### src/hdl/gpeb_pkg.sv
// Package for the eight-line I/O port with edge interrupts.
// Assumes a 16-bit register port addressed by byte offset, word access only.
package gpeb_pkg;

    localparam int unsigned PIN_W = 8;
    localparam int unsigned ADDR_W = 5;
    localparam int unsigned DATA_W = 16;

    // Register byte offsets
    localparam logic [4:0] OFF_PIN_LEVEL_INPUT = 5'h00;
    localparam logic [4:0] OFF_OUTPUT_VALUE = 5'h02;
    localparam logic [4:0] OFF_PIN_DIRECTION = 5'h04;
    localparam logic [4:0] OFF_PULL_RESISTOR_ENABLE = 5'h06;
    localparam logic [4:0] OFF_DRIVE_STRENGTH_SELECT = 5'h08;
    localparam logic [4:0] OFF_PIN_FUNCTION_SELECT = 5'h0A;
    localparam logic [4:0] OFF_PORT_IRQ_VECTOR = 5'h0E;
    localparam logic [4:0] OFF_EDGE_POLARITY_SELECT = 5'h18;
    localparam logic [4:0] OFF_EDGE_IRQ_ENABLE = 5'h1A;
    localparam logic [4:0] OFF_EDGE_PENDING_FLAGS = 5'h1C;

    // Reset values
    localparam logic [7:0] RST_OUTPUT_VALUE = 8'h00;
    localparam logic [7:0] RST_PIN_DIRECTION = 8'h00;
    localparam logic [7:0] RST_PULL_RESISTOR_ENABLE = 8'h00;
    localparam logic [7:0] RST_DRIVE_STRENGTH_SELECT = 8'h00;
    localparam logic [7:0] RST_PIN_FUNCTION_SELECT = 8'h00;
    localparam logic [7:0] RST_EDGE_POLARITY_SELECT = 8'h00;
    localparam logic [7:0] RST_EDGE_IRQ_ENABLE = 8'h00;
    localparam logic [7:0] RST_EDGE_PENDING_FLAGS = 8'h00;
    localparam logic [7:0] RST_PERIPH_INPUT = 8'h00;

    // Vector encoding: none pending, then step per bit
    localparam logic [15:0] IRQ_VECTOR_NONE = 16'h0000;
    localparam logic [15:0] IRQ_VECTOR_STEP = 16'h0002;

endpackage

### src/hdl/gpeb_port.sv
// Eight-line I/O port with per-pin edge interrupts and a priority vector.
// Assumes pin inputs arrive asynchronously and are synchronised here, a
// word-wide register port with one-cycle strobes, and a CPU that supplies
// its global interrupt enable as a level.
module gpeb_port
(
    input wire logic i_clk,
    input wire logic i_rst,
    input wire logic i_ce,
    // Register port
    input wire logic [4:0] i_addr,
    input wire logic [15:0] i_wdata,
    input wire logic i_we,
    input wire logic i_re,
    output logic [15:0] o_rdata,
    // CPU
    input wire logic i_global_irq_enable,
    output logic o_irq,
    // Pins
    input wire logic [7:0] i_pin,
    output logic [7:0] o_pin_out,
    output logic [7:0] o_pin_oe,
    output logic [7:0] o_pull_en,
    output logic [7:0] o_pull_up,
    output logic [7:0] o_drive_full,
    // Multiplexed peripheral
    input wire logic [7:0] i_periph_out,
    output logic [7:0] o_periph_in
);

    logic [7:0] output_value_r;
    logic [7:0] pin_direction_r;
    logic [7:0] pull_resistor_enable_r;
    logic [7:0] drive_strength_select_r;
    logic [7:0] pin_function_select_r;
    logic [7:0] edge_polarity_select_r;
    logic [7:0] edge_irq_enable_r;
    logic [7:0] edge_pending_flags_r;
    logic [7:0] edge_pending_flags_nxt;
    logic [7:0] sync_meta_r;
    logic [7:0] sync_pin_r;
    logic [7:0] edge_sig_prev_r;
    logic [7:0] edge_sig;
    logic [7:0] edge_hit;
    logic [7:0] periph_in_r;
    logic [15:0] rdata_r;
    logic [15:0] irq_vector;
    logic [7:0] vector_clear;
    logic [7:0] active;
    logic wr_hit;
    logic iv_access;

    assign wr_hit = i_ce && i_we;
    // Both reads and writes of the vector acknowledge; the bus is word-only
    assign iv_access = i_ce && (i_we || i_re) && (i_addr == gpeb_pkg::OFF_PORT_IRQ_VECTOR);

    // Configuration registers
    always_ff @(posedge i_clk)
    begin
        if (i_rst)
        begin
            output_value_r <= gpeb_pkg::RST_OUTPUT_VALUE;
            pin_direction_r <= gpeb_pkg::RST_PIN_DIRECTION;
            pull_resistor_enable_r <= gpeb_pkg::RST_PULL_RESISTOR_ENABLE;
            drive_strength_select_r <= gpeb_pkg::RST_DRIVE_STRENGTH_SELECT;
            pin_function_select_r <= gpeb_pkg::RST_PIN_FUNCTION_SELECT;
            edge_polarity_select_r <= gpeb_pkg::RST_EDGE_POLARITY_SELECT;
            edge_irq_enable_r <= gpeb_pkg::RST_EDGE_IRQ_ENABLE;
        end
        else if (wr_hit)
        begin
            unique case (i_addr)
                gpeb_pkg::OFF_OUTPUT_VALUE: output_value_r <= i_wdata[7:0];
                gpeb_pkg::OFF_PIN_DIRECTION: pin_direction_r <= i_wdata[7:0];
                gpeb_pkg::OFF_PULL_RESISTOR_ENABLE: pull_resistor_enable_r <= i_wdata[7:0];
                gpeb_pkg::OFF_DRIVE_STRENGTH_SELECT: drive_strength_select_r <= i_wdata[7:0];
                // Function select never touches direction
                gpeb_pkg::OFF_PIN_FUNCTION_SELECT: pin_function_select_r <= i_wdata[7:0];
                gpeb_pkg::OFF_EDGE_POLARITY_SELECT: edge_polarity_select_r <= i_wdata[7:0];
                gpeb_pkg::OFF_EDGE_IRQ_ENABLE: edge_irq_enable_r <= i_wdata[7:0];
                default: ;
            endcase
        end
    end

    // Two-flop synchroniser, then the polarity-adjusted level is remembered
    always_ff @(posedge i_clk)
    begin
        if (i_rst)
        begin
            sync_meta_r <= 8'h00;
            sync_pin_r <= 8'h00;
            edge_sig_prev_r <= 8'h00;
        end
        else if (i_ce)
        begin
            sync_meta_r <= i_pin;
            sync_pin_r <= sync_meta_r;
            edge_sig_prev_r <= edge_sig;
        end
    end

    // Inverting by polarity turns either chosen edge into a rise; a polarity
    // change while the level matches also shows as a rise
    assign edge_sig = sync_pin_r ^ edge_polarity_select_r;
    // Pin changes caused by our own output/direction/pull writes are seen
    // through the pin and may set flags
    assign edge_hit = edge_sig & ~edge_sig_prev_r & ~pin_function_select_r;

    assign active = edge_pending_flags_r & edge_irq_enable_r;

    // Priority encode, bit 0 highest
    always_comb
    begin
        irq_vector = gpeb_pkg::IRQ_VECTOR_NONE;
        vector_clear = 8'h00;
        for (int i = gpeb_pkg::PIN_W - 1; i >= 0; i--)
        begin
            if (active[i])
            begin
                irq_vector = gpeb_pkg::IRQ_VECTOR_STEP * 16'(i + 1);
                vector_clear = 8'h01 << i;
            end
        end
    end

    // Pending flags: a hardware set always wins over any clear
    always_comb
    begin
        edge_pending_flags_nxt = edge_pending_flags_r;
        if (wr_hit && i_addr == gpeb_pkg::OFF_EDGE_PENDING_FLAGS)
            edge_pending_flags_nxt = i_wdata[7:0];
        if (iv_access)
            edge_pending_flags_nxt = edge_pending_flags_nxt & ~vector_clear;
        edge_pending_flags_nxt = edge_pending_flags_nxt | edge_hit;
    end

    always_ff @(posedge i_clk)
    begin
        if (i_rst)
            edge_pending_flags_r <= gpeb_pkg::RST_EDGE_PENDING_FLAGS;
        else if (i_ce)
            edge_pending_flags_r <= edge_pending_flags_nxt;
    end

    // Peripheral input follows the pin only while selected, otherwise holds
    always_ff @(posedge i_clk)
    begin
        if (i_rst)
            periph_in_r <= gpeb_pkg::RST_PERIPH_INPUT;
        else if (i_ce)
            periph_in_r <= (sync_pin_r & pin_function_select_r)
                | (periph_in_r & ~pin_function_select_r);
    end

    // Read data, valid only in the cycle after the read strobe
    always_ff @(posedge i_clk)
    begin
        if (i_rst)
            rdata_r <= 16'h0000;
        else if (i_ce)
        begin
            rdata_r <= 16'h0000;
            if (i_re)
            begin
                unique case (i_addr)
                    gpeb_pkg::OFF_PIN_LEVEL_INPUT: rdata_r <= {8'h00, sync_pin_r};
                    gpeb_pkg::OFF_OUTPUT_VALUE: rdata_r <= {8'h00, output_value_r};
                    gpeb_pkg::OFF_PIN_DIRECTION: rdata_r <= {8'h00, pin_direction_r};
                    gpeb_pkg::OFF_PULL_RESISTOR_ENABLE: rdata_r <= {8'h00, pull_resistor_enable_r};
                    gpeb_pkg::OFF_DRIVE_STRENGTH_SELECT: rdata_r <= {8'h00, drive_strength_select_r};
                    gpeb_pkg::OFF_PIN_FUNCTION_SELECT: rdata_r <= {8'h00, pin_function_select_r};
                    gpeb_pkg::OFF_PORT_IRQ_VECTOR: rdata_r <= irq_vector;
                    gpeb_pkg::OFF_EDGE_POLARITY_SELECT: rdata_r <= {8'h00, edge_polarity_select_r};
                    gpeb_pkg::OFF_EDGE_IRQ_ENABLE: rdata_r <= {8'h00, edge_irq_enable_r};
                    gpeb_pkg::OFF_EDGE_PENDING_FLAGS: rdata_r <= {8'h00, edge_pending_flags_r};
                    default: rdata_r <= 16'h0000;
                endcase
            end
        end
    end

    assign o_rdata = rdata_r;
    // Request stays up while any enabled flag remains, so a later flag re-requests
    assign o_irq = (|active) && i_global_irq_enable;

    // Pin drive: direction governs both functions
    assign o_pin_oe = pin_direction_r;
    assign o_pin_out = (output_value_r & ~pin_function_select_r)
        | (i_periph_out & pin_function_select_r);
    // Pull only on inputs of the port function; output wins
    assign o_pull_en = pull_resistor_enable_r & ~pin_direction_r & ~pin_function_select_r;
    assign o_pull_up = output_value_r;
    assign o_drive_full = drive_strength_select_r;
    assign o_periph_in = periph_in_r;

    // Checks
    logic [7:0] sync_prev_r;
    always_ff @(posedge i_clk)
    begin
        if (i_rst)
            sync_prev_r <= 8'h00;
        else if (i_ce)
            sync_prev_r <= sync_pin_r;
    end

    irq_gate_a: assert property (@(posedge i_clk) disable iff (i_rst)
        o_irq == ((|(edge_pending_flags_r & edge_irq_enable_r)) && i_global_irq_enable))
        else $error("interrupt request not gated by enables");

    flag_set_a: assert property (@(posedge i_clk) disable iff (i_rst)
        (i_ce && edge_hit[0]) |=> edge_pending_flags_r[0])
        else $error("edge did not set pending flag");

    sel_block_a: assert property (@(posedge i_clk) disable iff (i_rst)
        (i_ce && pin_function_select_r[7] && !(wr_hit && i_addr == gpeb_pkg::OFF_EDGE_PENDING_FLAGS)
        && !edge_pending_flags_r[7]) |=> !edge_pending_flags_r[7])
        else $error("peripheral pin raised a flag");

    vec_zero_a: assert property (@(posedge i_clk) disable iff (i_rst)
        (i_ce && i_re && i_addr == gpeb_pkg::OFF_PORT_IRQ_VECTOR && active == 8'h00)
        |=> o_rdata == 16'h0000)
        else $error("vector not zero with nothing pending");

    vec_bit0_a: assert property (@(posedge i_clk) disable iff (i_rst)
        (i_ce && i_re && i_addr == gpeb_pkg::OFF_PORT_IRQ_VECTOR && active[0])
        |=> o_rdata == 16'h0002)
        else $error("bit 0 vector wrong");

    vec_clear_a: assert property (@(posedge i_clk) disable iff (i_rst)
        (iv_access && active[1] && !active[0] && !edge_hit[1]
        && !(wr_hit && i_addr == gpeb_pkg::OFF_EDGE_PENDING_FLAGS))
        |=> !edge_pending_flags_r[1])
        else $error("vector access did not clear flag");

    rising_edge_a: assert property (@(posedge i_clk) disable iff (i_rst)
        (i_ce && !edge_polarity_select_r[2] && sync_pin_r[2] && !sync_prev_r[2]
        && !pin_function_select_r[2] && $stable(edge_polarity_select_r))
        |=> edge_pending_flags_r[2])
        else $error("rising edge missed");

    out_drive_a: assert property (@(posedge i_clk) disable iff (i_rst)
        !pin_function_select_r[5] |-> (o_pin_out[5] == output_value_r[5]))
        else $error("pin output does not follow value");

    pull_off_a: assert property (@(posedge i_clk) disable iff (i_rst)
        pin_direction_r[6] |-> !o_pull_en[6])
        else $error("pull enabled on output");

    periph_hold_a: assert property (@(posedge i_clk) disable iff (i_rst)
        (i_ce && !pin_function_select_r[4]) |=> $stable(o_periph_in[4]))
        else $error("peripheral input moved while deselected");

    periph_follow_a: assert property (@(posedge i_clk) disable iff (i_rst)
        (i_ce && pin_function_select_r[4]) |=> (o_periph_in[4] == $past(sync_pin_r[4])))
        else $error("peripheral input does not follow pin");

    oe_dir_a: assert property (@(posedge i_clk) disable iff (i_rst)
        o_pin_oe == pin_direction_r)
        else $error("output enable differs from direction");

    drive_reset_a: assert property (@(posedge i_clk)
        $past(i_rst) |-> (o_drive_full == 8'h00))
        else $error("drive strength not reduced after reset");

    pull_type_a: assert property (@(posedge i_clk) disable iff (i_rst)
        (o_pull_en[0] && !o_pull_up[0]) |-> !output_value_r[0])
        else $error("pull type does not follow value bit");

    pull_on_a: assert property (@(posedge i_clk) disable iff (i_rst)
        (pull_resistor_enable_r[0] && !pin_direction_r[0] && !pin_function_select_r[0])
        |-> o_pull_en[0])
        else $error("pull not enabled on input");

    periph_drive_a: assert property (@(posedge i_clk) disable iff (i_rst)
        pin_function_select_r[6] |-> (o_pin_out[6] == i_periph_out[6]))
        else $error("peripheral value not on pin");

    dir_keep_a: assert property (@(posedge i_clk) disable iff (i_rst)
        (wr_hit && i_addr == gpeb_pkg::OFF_PIN_FUNCTION_SELECT) |=> $stable(pin_direction_r))
        else $error("function select changed direction");

    level_read_a: assert property (@(posedge i_clk) disable iff (i_rst)
        (i_ce && i_re && i_addr == gpeb_pkg::OFF_PIN_LEVEL_INPUT)
        |=> (o_rdata == {8'h00, $past(sync_pin_r)}))
        else $error("level register does not show pins");

    sw_set_a: assert property (@(posedge i_clk) disable iff (i_rst)
        (wr_hit && i_addr == gpeb_pkg::OFF_EDGE_PENDING_FLAGS && i_wdata[2])
        |=> edge_pending_flags_r[2])
        else $error("software set of flag lost");

    // A clear flag may only rise through an edge or a software write
    no_static_a: assert property (@(posedge i_clk) disable iff (i_rst)
        (i_ce && !edge_hit[6] && !(wr_hit && i_addr == gpeb_pkg::OFF_EDGE_PENDING_FLAGS)
        && !edge_pending_flags_r[6]) |=> !edge_pending_flags_r[6])
        else $error("flag set without an edge");

    irq_off_a: assert property (@(posedge i_clk) disable iff (i_rst)
        !i_global_irq_enable |-> !o_irq)
        else $error("request without global enable");

    irq_mask_a: assert property (@(posedge i_clk) disable iff (i_rst)
        (edge_irq_enable_r == 8'h00) |-> !o_irq)
        else $error("request with all enables off");

    falling_edge_a: assert property (@(posedge i_clk) disable iff (i_rst)
        (i_ce && edge_polarity_select_r[3] && !sync_pin_r[3] && sync_prev_r[3]
        && !pin_function_select_r[3] && $stable(edge_polarity_select_r))
        |=> edge_pending_flags_r[3])
        else $error("falling edge missed");

    // Polarity raised over a low input counts as an edge
    pol_change_a: assert property (@(posedge i_clk) disable iff (i_rst)
        (i_ce && !pin_function_select_r[0] && $rose(edge_polarity_select_r[0])
        && !sync_pin_r[0] && (sync_prev_r[0] == sync_pin_r[0]))
        |=> edge_pending_flags_r[0])
        else $error("polarity change did not set flag");

endmodule // gpeb_port

### config.mk
export PLATFORM = sky130hd
export DESIGN_NAME = gpeb_port
export DESIGN_NICKNAME = d
export VERILOG_FILES = /design/src/hdl/gpeb_pkg.sv /design/src/hdl/gpeb_port.sv
export SDC_FILE = /design/constraint.sdc
export NUM_CORES = 1
export LEC_CHECK = 0
export BUFFER_PORTS_ARGS = -buffer_cell sky130_fd_sc_hd__buf_2
export CORE_ASPECT_RATIO = 0.75
export CORE_UTILIZATION = 58
export CTS_CLUSTER_SIZE = 12
export DETAILED_ROUTE_END_ITERATION = 10
export PLACE_DENSITY = 0.84
export SETUP_SLACK_MARGIN = 0.3
export SYNTH_ARGS = -nofsm -noshare
export SYNTH_HDL_FRONTEND = slang
export SYNTH_SLANG_ARGS = --single-unit
### constraint.sdc
create_clock -name i_clk -period 5.1 [get_ports i_clk]
set_input_delay 0.51 -clock i_clk [delete_from_list [all_inputs] [get_ports i_clk]]
set_output_delay 0.51 -clock i_clk [all_outputs]
set_load 0.01 [all_outputs]
# ---- Word-level counts from Yosys, hierarchy flattened
# Index checks and enable logic that the tools add are counted.
dict set report totals {
  reg_bits 112
  input_bits 43
  output_inout_bits 65
}
dict set report op_classes {
  n_eq_ne 9
  bitwise 18
  reduce_logical 15
  n_mux 20
}
# operator count
set op_table {}
lappend op_table {{16-bit one-hot mux with 10 select lines} 1}
lappend op_table {{16-bit two-way mux} 8}
lappend op_table {{8-bit bitwise AND} 10}
lappend op_table {{8-bit two-way mux} 10}
lappend op_table {{8-bit NOT} 4}
lappend op_table {{8-bit bitwise OR} 3}
lappend op_table {{5-bit by 4-bit == test with 1-bit output (second input constant)} 3}
lappend op_table {{5-bit == test (second input constant)} 3}
lappend op_table {{2-bit AND reduction} 7}
lappend op_table {{5-bit by 3-bit == test with 1-bit output (second input constant)} 2}
lappend op_table {{8-bit OR reduction} 1}
lappend op_table {{8-bit bitwise XOR} 1}
lappend op_table {{5-bit by 2-bit == test with 1-bit output (second input constant)} 1}
lappend op_table {{1-bit logical AND} 5}
lappend op_table {{5-bit zero test} 1}
lappend op_table {{5-bit two-way mux} 1}
lappend op_table {{1-bit logical OR} 1}

# ---- Longest topological paths before layout
dict set report logic_depth {
  word_depth 13
  mapped_depth 8
}

# ---- Worst setup path after synthesis
# Ideal clock, no wire load.
dict set report synth_timing {
  path_type {input to register}
  from {in i_addr[2]}
  to {reg pin_direction_r[0], in the netlist o_pin_oe[0]}
  cell_stages 7
  path_slack_ns 3.041
  t_required_ns 4.972
  path_buffers 3
  t_arrival_ns 1.931
  path_cell_list {buf_4 or3b_1 buf_4 or4_4 buf_6 mux2i_1 nor2_1}
}
dict set report synth_between {
  elab_chain_cells 2
}
# element line_no
set synth_rtl {}
lappend synth_rtl {{start: declaration} gpeb_port.sv:11} ;# input wire logic [4:0] i_addr,
lappend synth_rtl {{5-bit by 3-bit == test with 1-bit output} gpeb_port.sv:72} ;# unique case (i_addr)
lappend synth_rtl {{2-bit AND reduction (no line)} n/a}
lappend synth_rtl {{end signal: assignment} gpeb_port.sv:63} ;# pin_direction_r <= gpeb_pkg::RST_PIN_DIRECTION;
lappend synth_rtl {{end signal: assignment} gpeb_port.sv:74} ;# gpeb_pkg::OFF_PIN_DIRECTION: pin_direction_r <= i_wdata[7:0];
lappend synth_rtl {{end: declaration} gpeb_port.sv:32} ;# logic [7:0] pin_direction_r;
# Every way passes these cells.
# A chain may end at the register's enable or synchronous reset.

# ---- Worst setup path in the final report
dict set report layout_timing {
  from {in i_addr[4]}
  to {reg output_value_r[5], in the netlist o_pull_up[5]}
}
dict set report layout_between {
  elab_chain_cells 2
}
# element line_no
set layout_rtl {}
lappend layout_rtl {{5-bit by 2-bit == test with 1-bit output} gpeb_port.sv:72}
lappend layout_rtl {{2-bit AND reduction (no line)} n/a}
lappend layout_rtl {{end signal: assignment} gpeb_port.sv:62} ;# output_value_r <= gpeb_pkg::RST_OUTPUT_VALUE;
lappend layout_rtl {{end signal: assignment} gpeb_port.sv:73} ;# gpeb_pkg::OFF_OUTPUT_VALUE: output_value_r <= i_wdata[7:0];
lappend layout_rtl {{end: declaration} gpeb_port.sv:31} ;# logic [7:0] output_value_r;
# Every way passes these cells.

==> run metrics <==
Overflow after GRT=0; Slew Viols, Final=0; flop2flop setup slack=3.26 ns; Die Wd=roughly 110 µm; combinational family with the most area after synthesis=simple AND/OR/NAND/NOR gates; Area Overhead vs Synth=13.3%; I/O Buffers=91; Setup Total Neg Slack=0 ns; GRT Util Overall=between 30% and 40%; clk_skew=0.0107 ns; CTS tree=yes; Required @ worst endpoint=about 5.3 ns; Comb power frac=~8.0%; Num CTS Buffers=9; CTS Buffer Depth=2; crit start category=input port; setup repair after global routing missed its margin=no; final count of negative-setup-slack endpoints=0; Cell Int Power=~1.3 mW; Setup CP Type=input port to flip-flop; detail-routed net length per standard cell=20.7 µm; crit path cell chain=buf_2, nor2_1, nand4_1, mux2i_1, nor2_1; Hold WC Path Type=input port to flip-flop; period utilization=about 50%; EDFF count, synth=0; fin crit period=~2.5 ns; Synth area leaders=dfxtp_1 (40%), mux2i_1 (14%), nor2_1 (6.7%), mux2_2 (4.8%), nand2_1 (3.1%); Finished Cell Area=0.00584 mm²; Simple-Gate Fraction of Synth Area=19.8%; 1st-iter DRT viols=565; final core occ=about two thirds; CTS H-tree lvls=3; RR Endpoint=edge_pending_flags_r[5]; crit path from=i_addr[4]; setup ws final=2.56 ns; Yosys cell types=57; Syn Area/Cell=~9 µm²; Worst EP arrival=roughly 2.7 ns; DP Wirelength=10.8 mm; largest net degree at the start of global routing=approximately 100; worst-margin pin slew=slightly above 1 ns; asr flop ratio synth=0%; Max IR drop VDD=248 µV; Final ANT Viol Nets=0; R2R cell count=5; mux contribution to synthesized area=a little under a fifth; die area=0.00927 mm²; CP max stage delay=0.77 ns; crit-path max FO=19; leading area contributor after synthesis=dfxtp_1; MaxCap Viol Count=0; hold_sp=i_pin[3]; Max Freq=about 0.39 GHz; CP endpoint kind=flip-flop; clock sinks=104; share of post-route cells with drive strength above 1=a little over a fifth; drt drc=0; Seq pwr share=around half; Fin. Hold Viols=0; vias in the first global route=4500; XOR/XNOR Fraction of Synth Area=1.36%; Hold EP=sync_meta_r[3]; Lkg Pwr=roughly 2.4 nW; pre-CTS WS=around 2.4 ns; first drt pass iteration count=8; # Post-CTS Setup Buffers=0; post-CTS resize count=0; worst r2r src=edge_pending_flags_r[0]; Clk pwr share=41.7%; Synth Area in Adders=0%; Antenna Cells=0; Die H=around 84 µm; Core Rows=29; CTS Hold Bufs=0; WL final=about 16 mm; Synth Area in Compound Gates=between 10 and 15%; initial antenna violation count=0; Final #Nets=roughly 680; Psw=about 0.42 mW; Yosys top cell area share=between 40% and 50%; routability cong.=between 0.9 and 1; sequential element share of the synthesized area=40.4%; WHS Path Cells=3; Min Hold Slack=0.394 ns; Reg clk slew, reported paths=0.08 ns; dpl cell area=between 0.005 and 0.006 mm²; Root Buffer=clkbuf_16; slowest stage cell on the critical path=nor2_1; I/O pin count=roughly 110; Via density=6.37; Mapped Cells=between 500 and 600; Sw Ratio=25.0%; synth warn=0; status=finished clean; Crit path top cell by count=nor2_1; Yosys reg bits=104; Worst-Skew Late Latency=about 0.35 ns; via count=roughly 4800; Starting Density=between 60% and 70%; Main synth FF type=dfxtp_1; cell area after synthesis=between 0.005 and 0.006 mm²; global-route wire length before repair=24.2 mm; power density over cell area=287 mW/mm²; Core Area=between 0.008 and 0.009 mm²; Slew headroom=between 30% and 40%
## stage by stage
step / cells / power (mW)
3_5_place_dp: 736 / 0.991
4_1_cts: 751 / 1.68
2_1_floorplan: 583 / 0.952
5_1_grt: 751 / 1.72
3_3_place_gp: 736 / 0.987
6_report: 751 / 1.67
## layer usage
layer	part of all wire, %	wire [µm]	track usage [%]
met3	9.8	1530	8.57
met2	44	6890	51.4
met1	43	6630	46.5
met4	3.0	471	14.3
met5	0	0	0
## critical path, delay by kind of cell
| kind | cells | cell delay (ns) |
|---|---|---|
| multiplexers | 1 | 0.40 |
| buffers and inverters | 1 | 0.22 |
| AND/OR/NAND/NOR | 3 | 1.60 |
## cells by family (layout without fill, tap and decap cells)
| kind of cell | after synthesis | in the layout |
|---|---|---|
| xor gates and xnor gates | 8 | 8 |
| AOI/OAI and AO/OA | 112 | 112 |
| and+or+nand+nor | 207 | 207 |
| buffers and inverters | 49 | 109 |
| other | 1 | 8 |
| muxes | 95 | 95 |
| DFF | 104 | 104 |
## cells in the mapped netlist, drive strengths merged, types with 5 or more instances
master and number:
buf 22, nand2 42, nor2 94, nand2b 5
a22oi 9, nor3b 8, o21ai 23, a21oi 28
xnor2 8, nor2b 6, a22o 9, a211oi 11
mux2 22, clkbuf 26, nand4 5, mux2i 73
nand3 17, or3 6, nor3 7, a311oi 6
dfxtp 104
## layout make-up
cell class	instances	area (µm²)
Multi-Input combinational cell	430	2850
Inverter	1	3.75
Timing Repair Buffer	93	470
Tap cell	108	135
Clock buffer	10	229
Sequential cell	104	2080
Clock inverter	5	66.3
Fill cell	694	2690
## flip-flops by register name, indices dropped and copies added (netlist names), named ones only
signal and cells:
edge_irq_enable_r 8, edge_pending_flags_r 8, edge_polarity_select_r 8, edge_sig_prev_r 8, o_drive_full 8, o_pin_oe 8, o_pull_up 8, o_rdata 8
pin_function_select_r 8, pull_resistor_enable_r 8, sync_meta_r 8, sync_pin_r 8
## cells in the final DEF, fill, tap and decap left out, types with 3 or more instances in the layout
cell type and instances:
a221o_1 3, nor2b_1 6, a31oi_1 4, a21oi_1 28
buf_2 91, mux2i_1 73, o21ai_0 21, nand3b_1 3
dfxtp_1 104, nor3_1 5, clkbuf_16 9, or3_1 6
a32oi_1 4, xnor2_1 8, a22oi_1 9, nor2_1 92
conb_1 8, mux2_2 22, a311oi_1 6, nand2_1 42
nand3_1 17, a211oi_1 11, nor3b_1 8, a22o_1 9
nand4_1 5, nand2b_1 5
## power groups by stage
stage	combinational, mW	sequential [mW]	clock [mW]
after floorplan	0.0958	0.856	0
after global placement	0.125	0.862	0
after detailed placement	0.129	0.862	0
after CTS	0.130	0.844	0.704
after global routing	0.144	0.846	0.732
final	0.133	0.844	0.698
## how the worst max path moves through the flow
stage	endpoint	slack, ns	cells after the start
after floorplan	o_pin_oe[0]	3.04	7
after global routing	o_pull_up[5]	2.48	5
after global placement	o_pull_up[0]	2.37	5
final	o_pull_up[5]	2.56	5
after detailed placement	o_pull_up[1]	2.39	5
after CTS	o_pull_up[5]	2.65	5
Power figures use the tool's default switching activity.
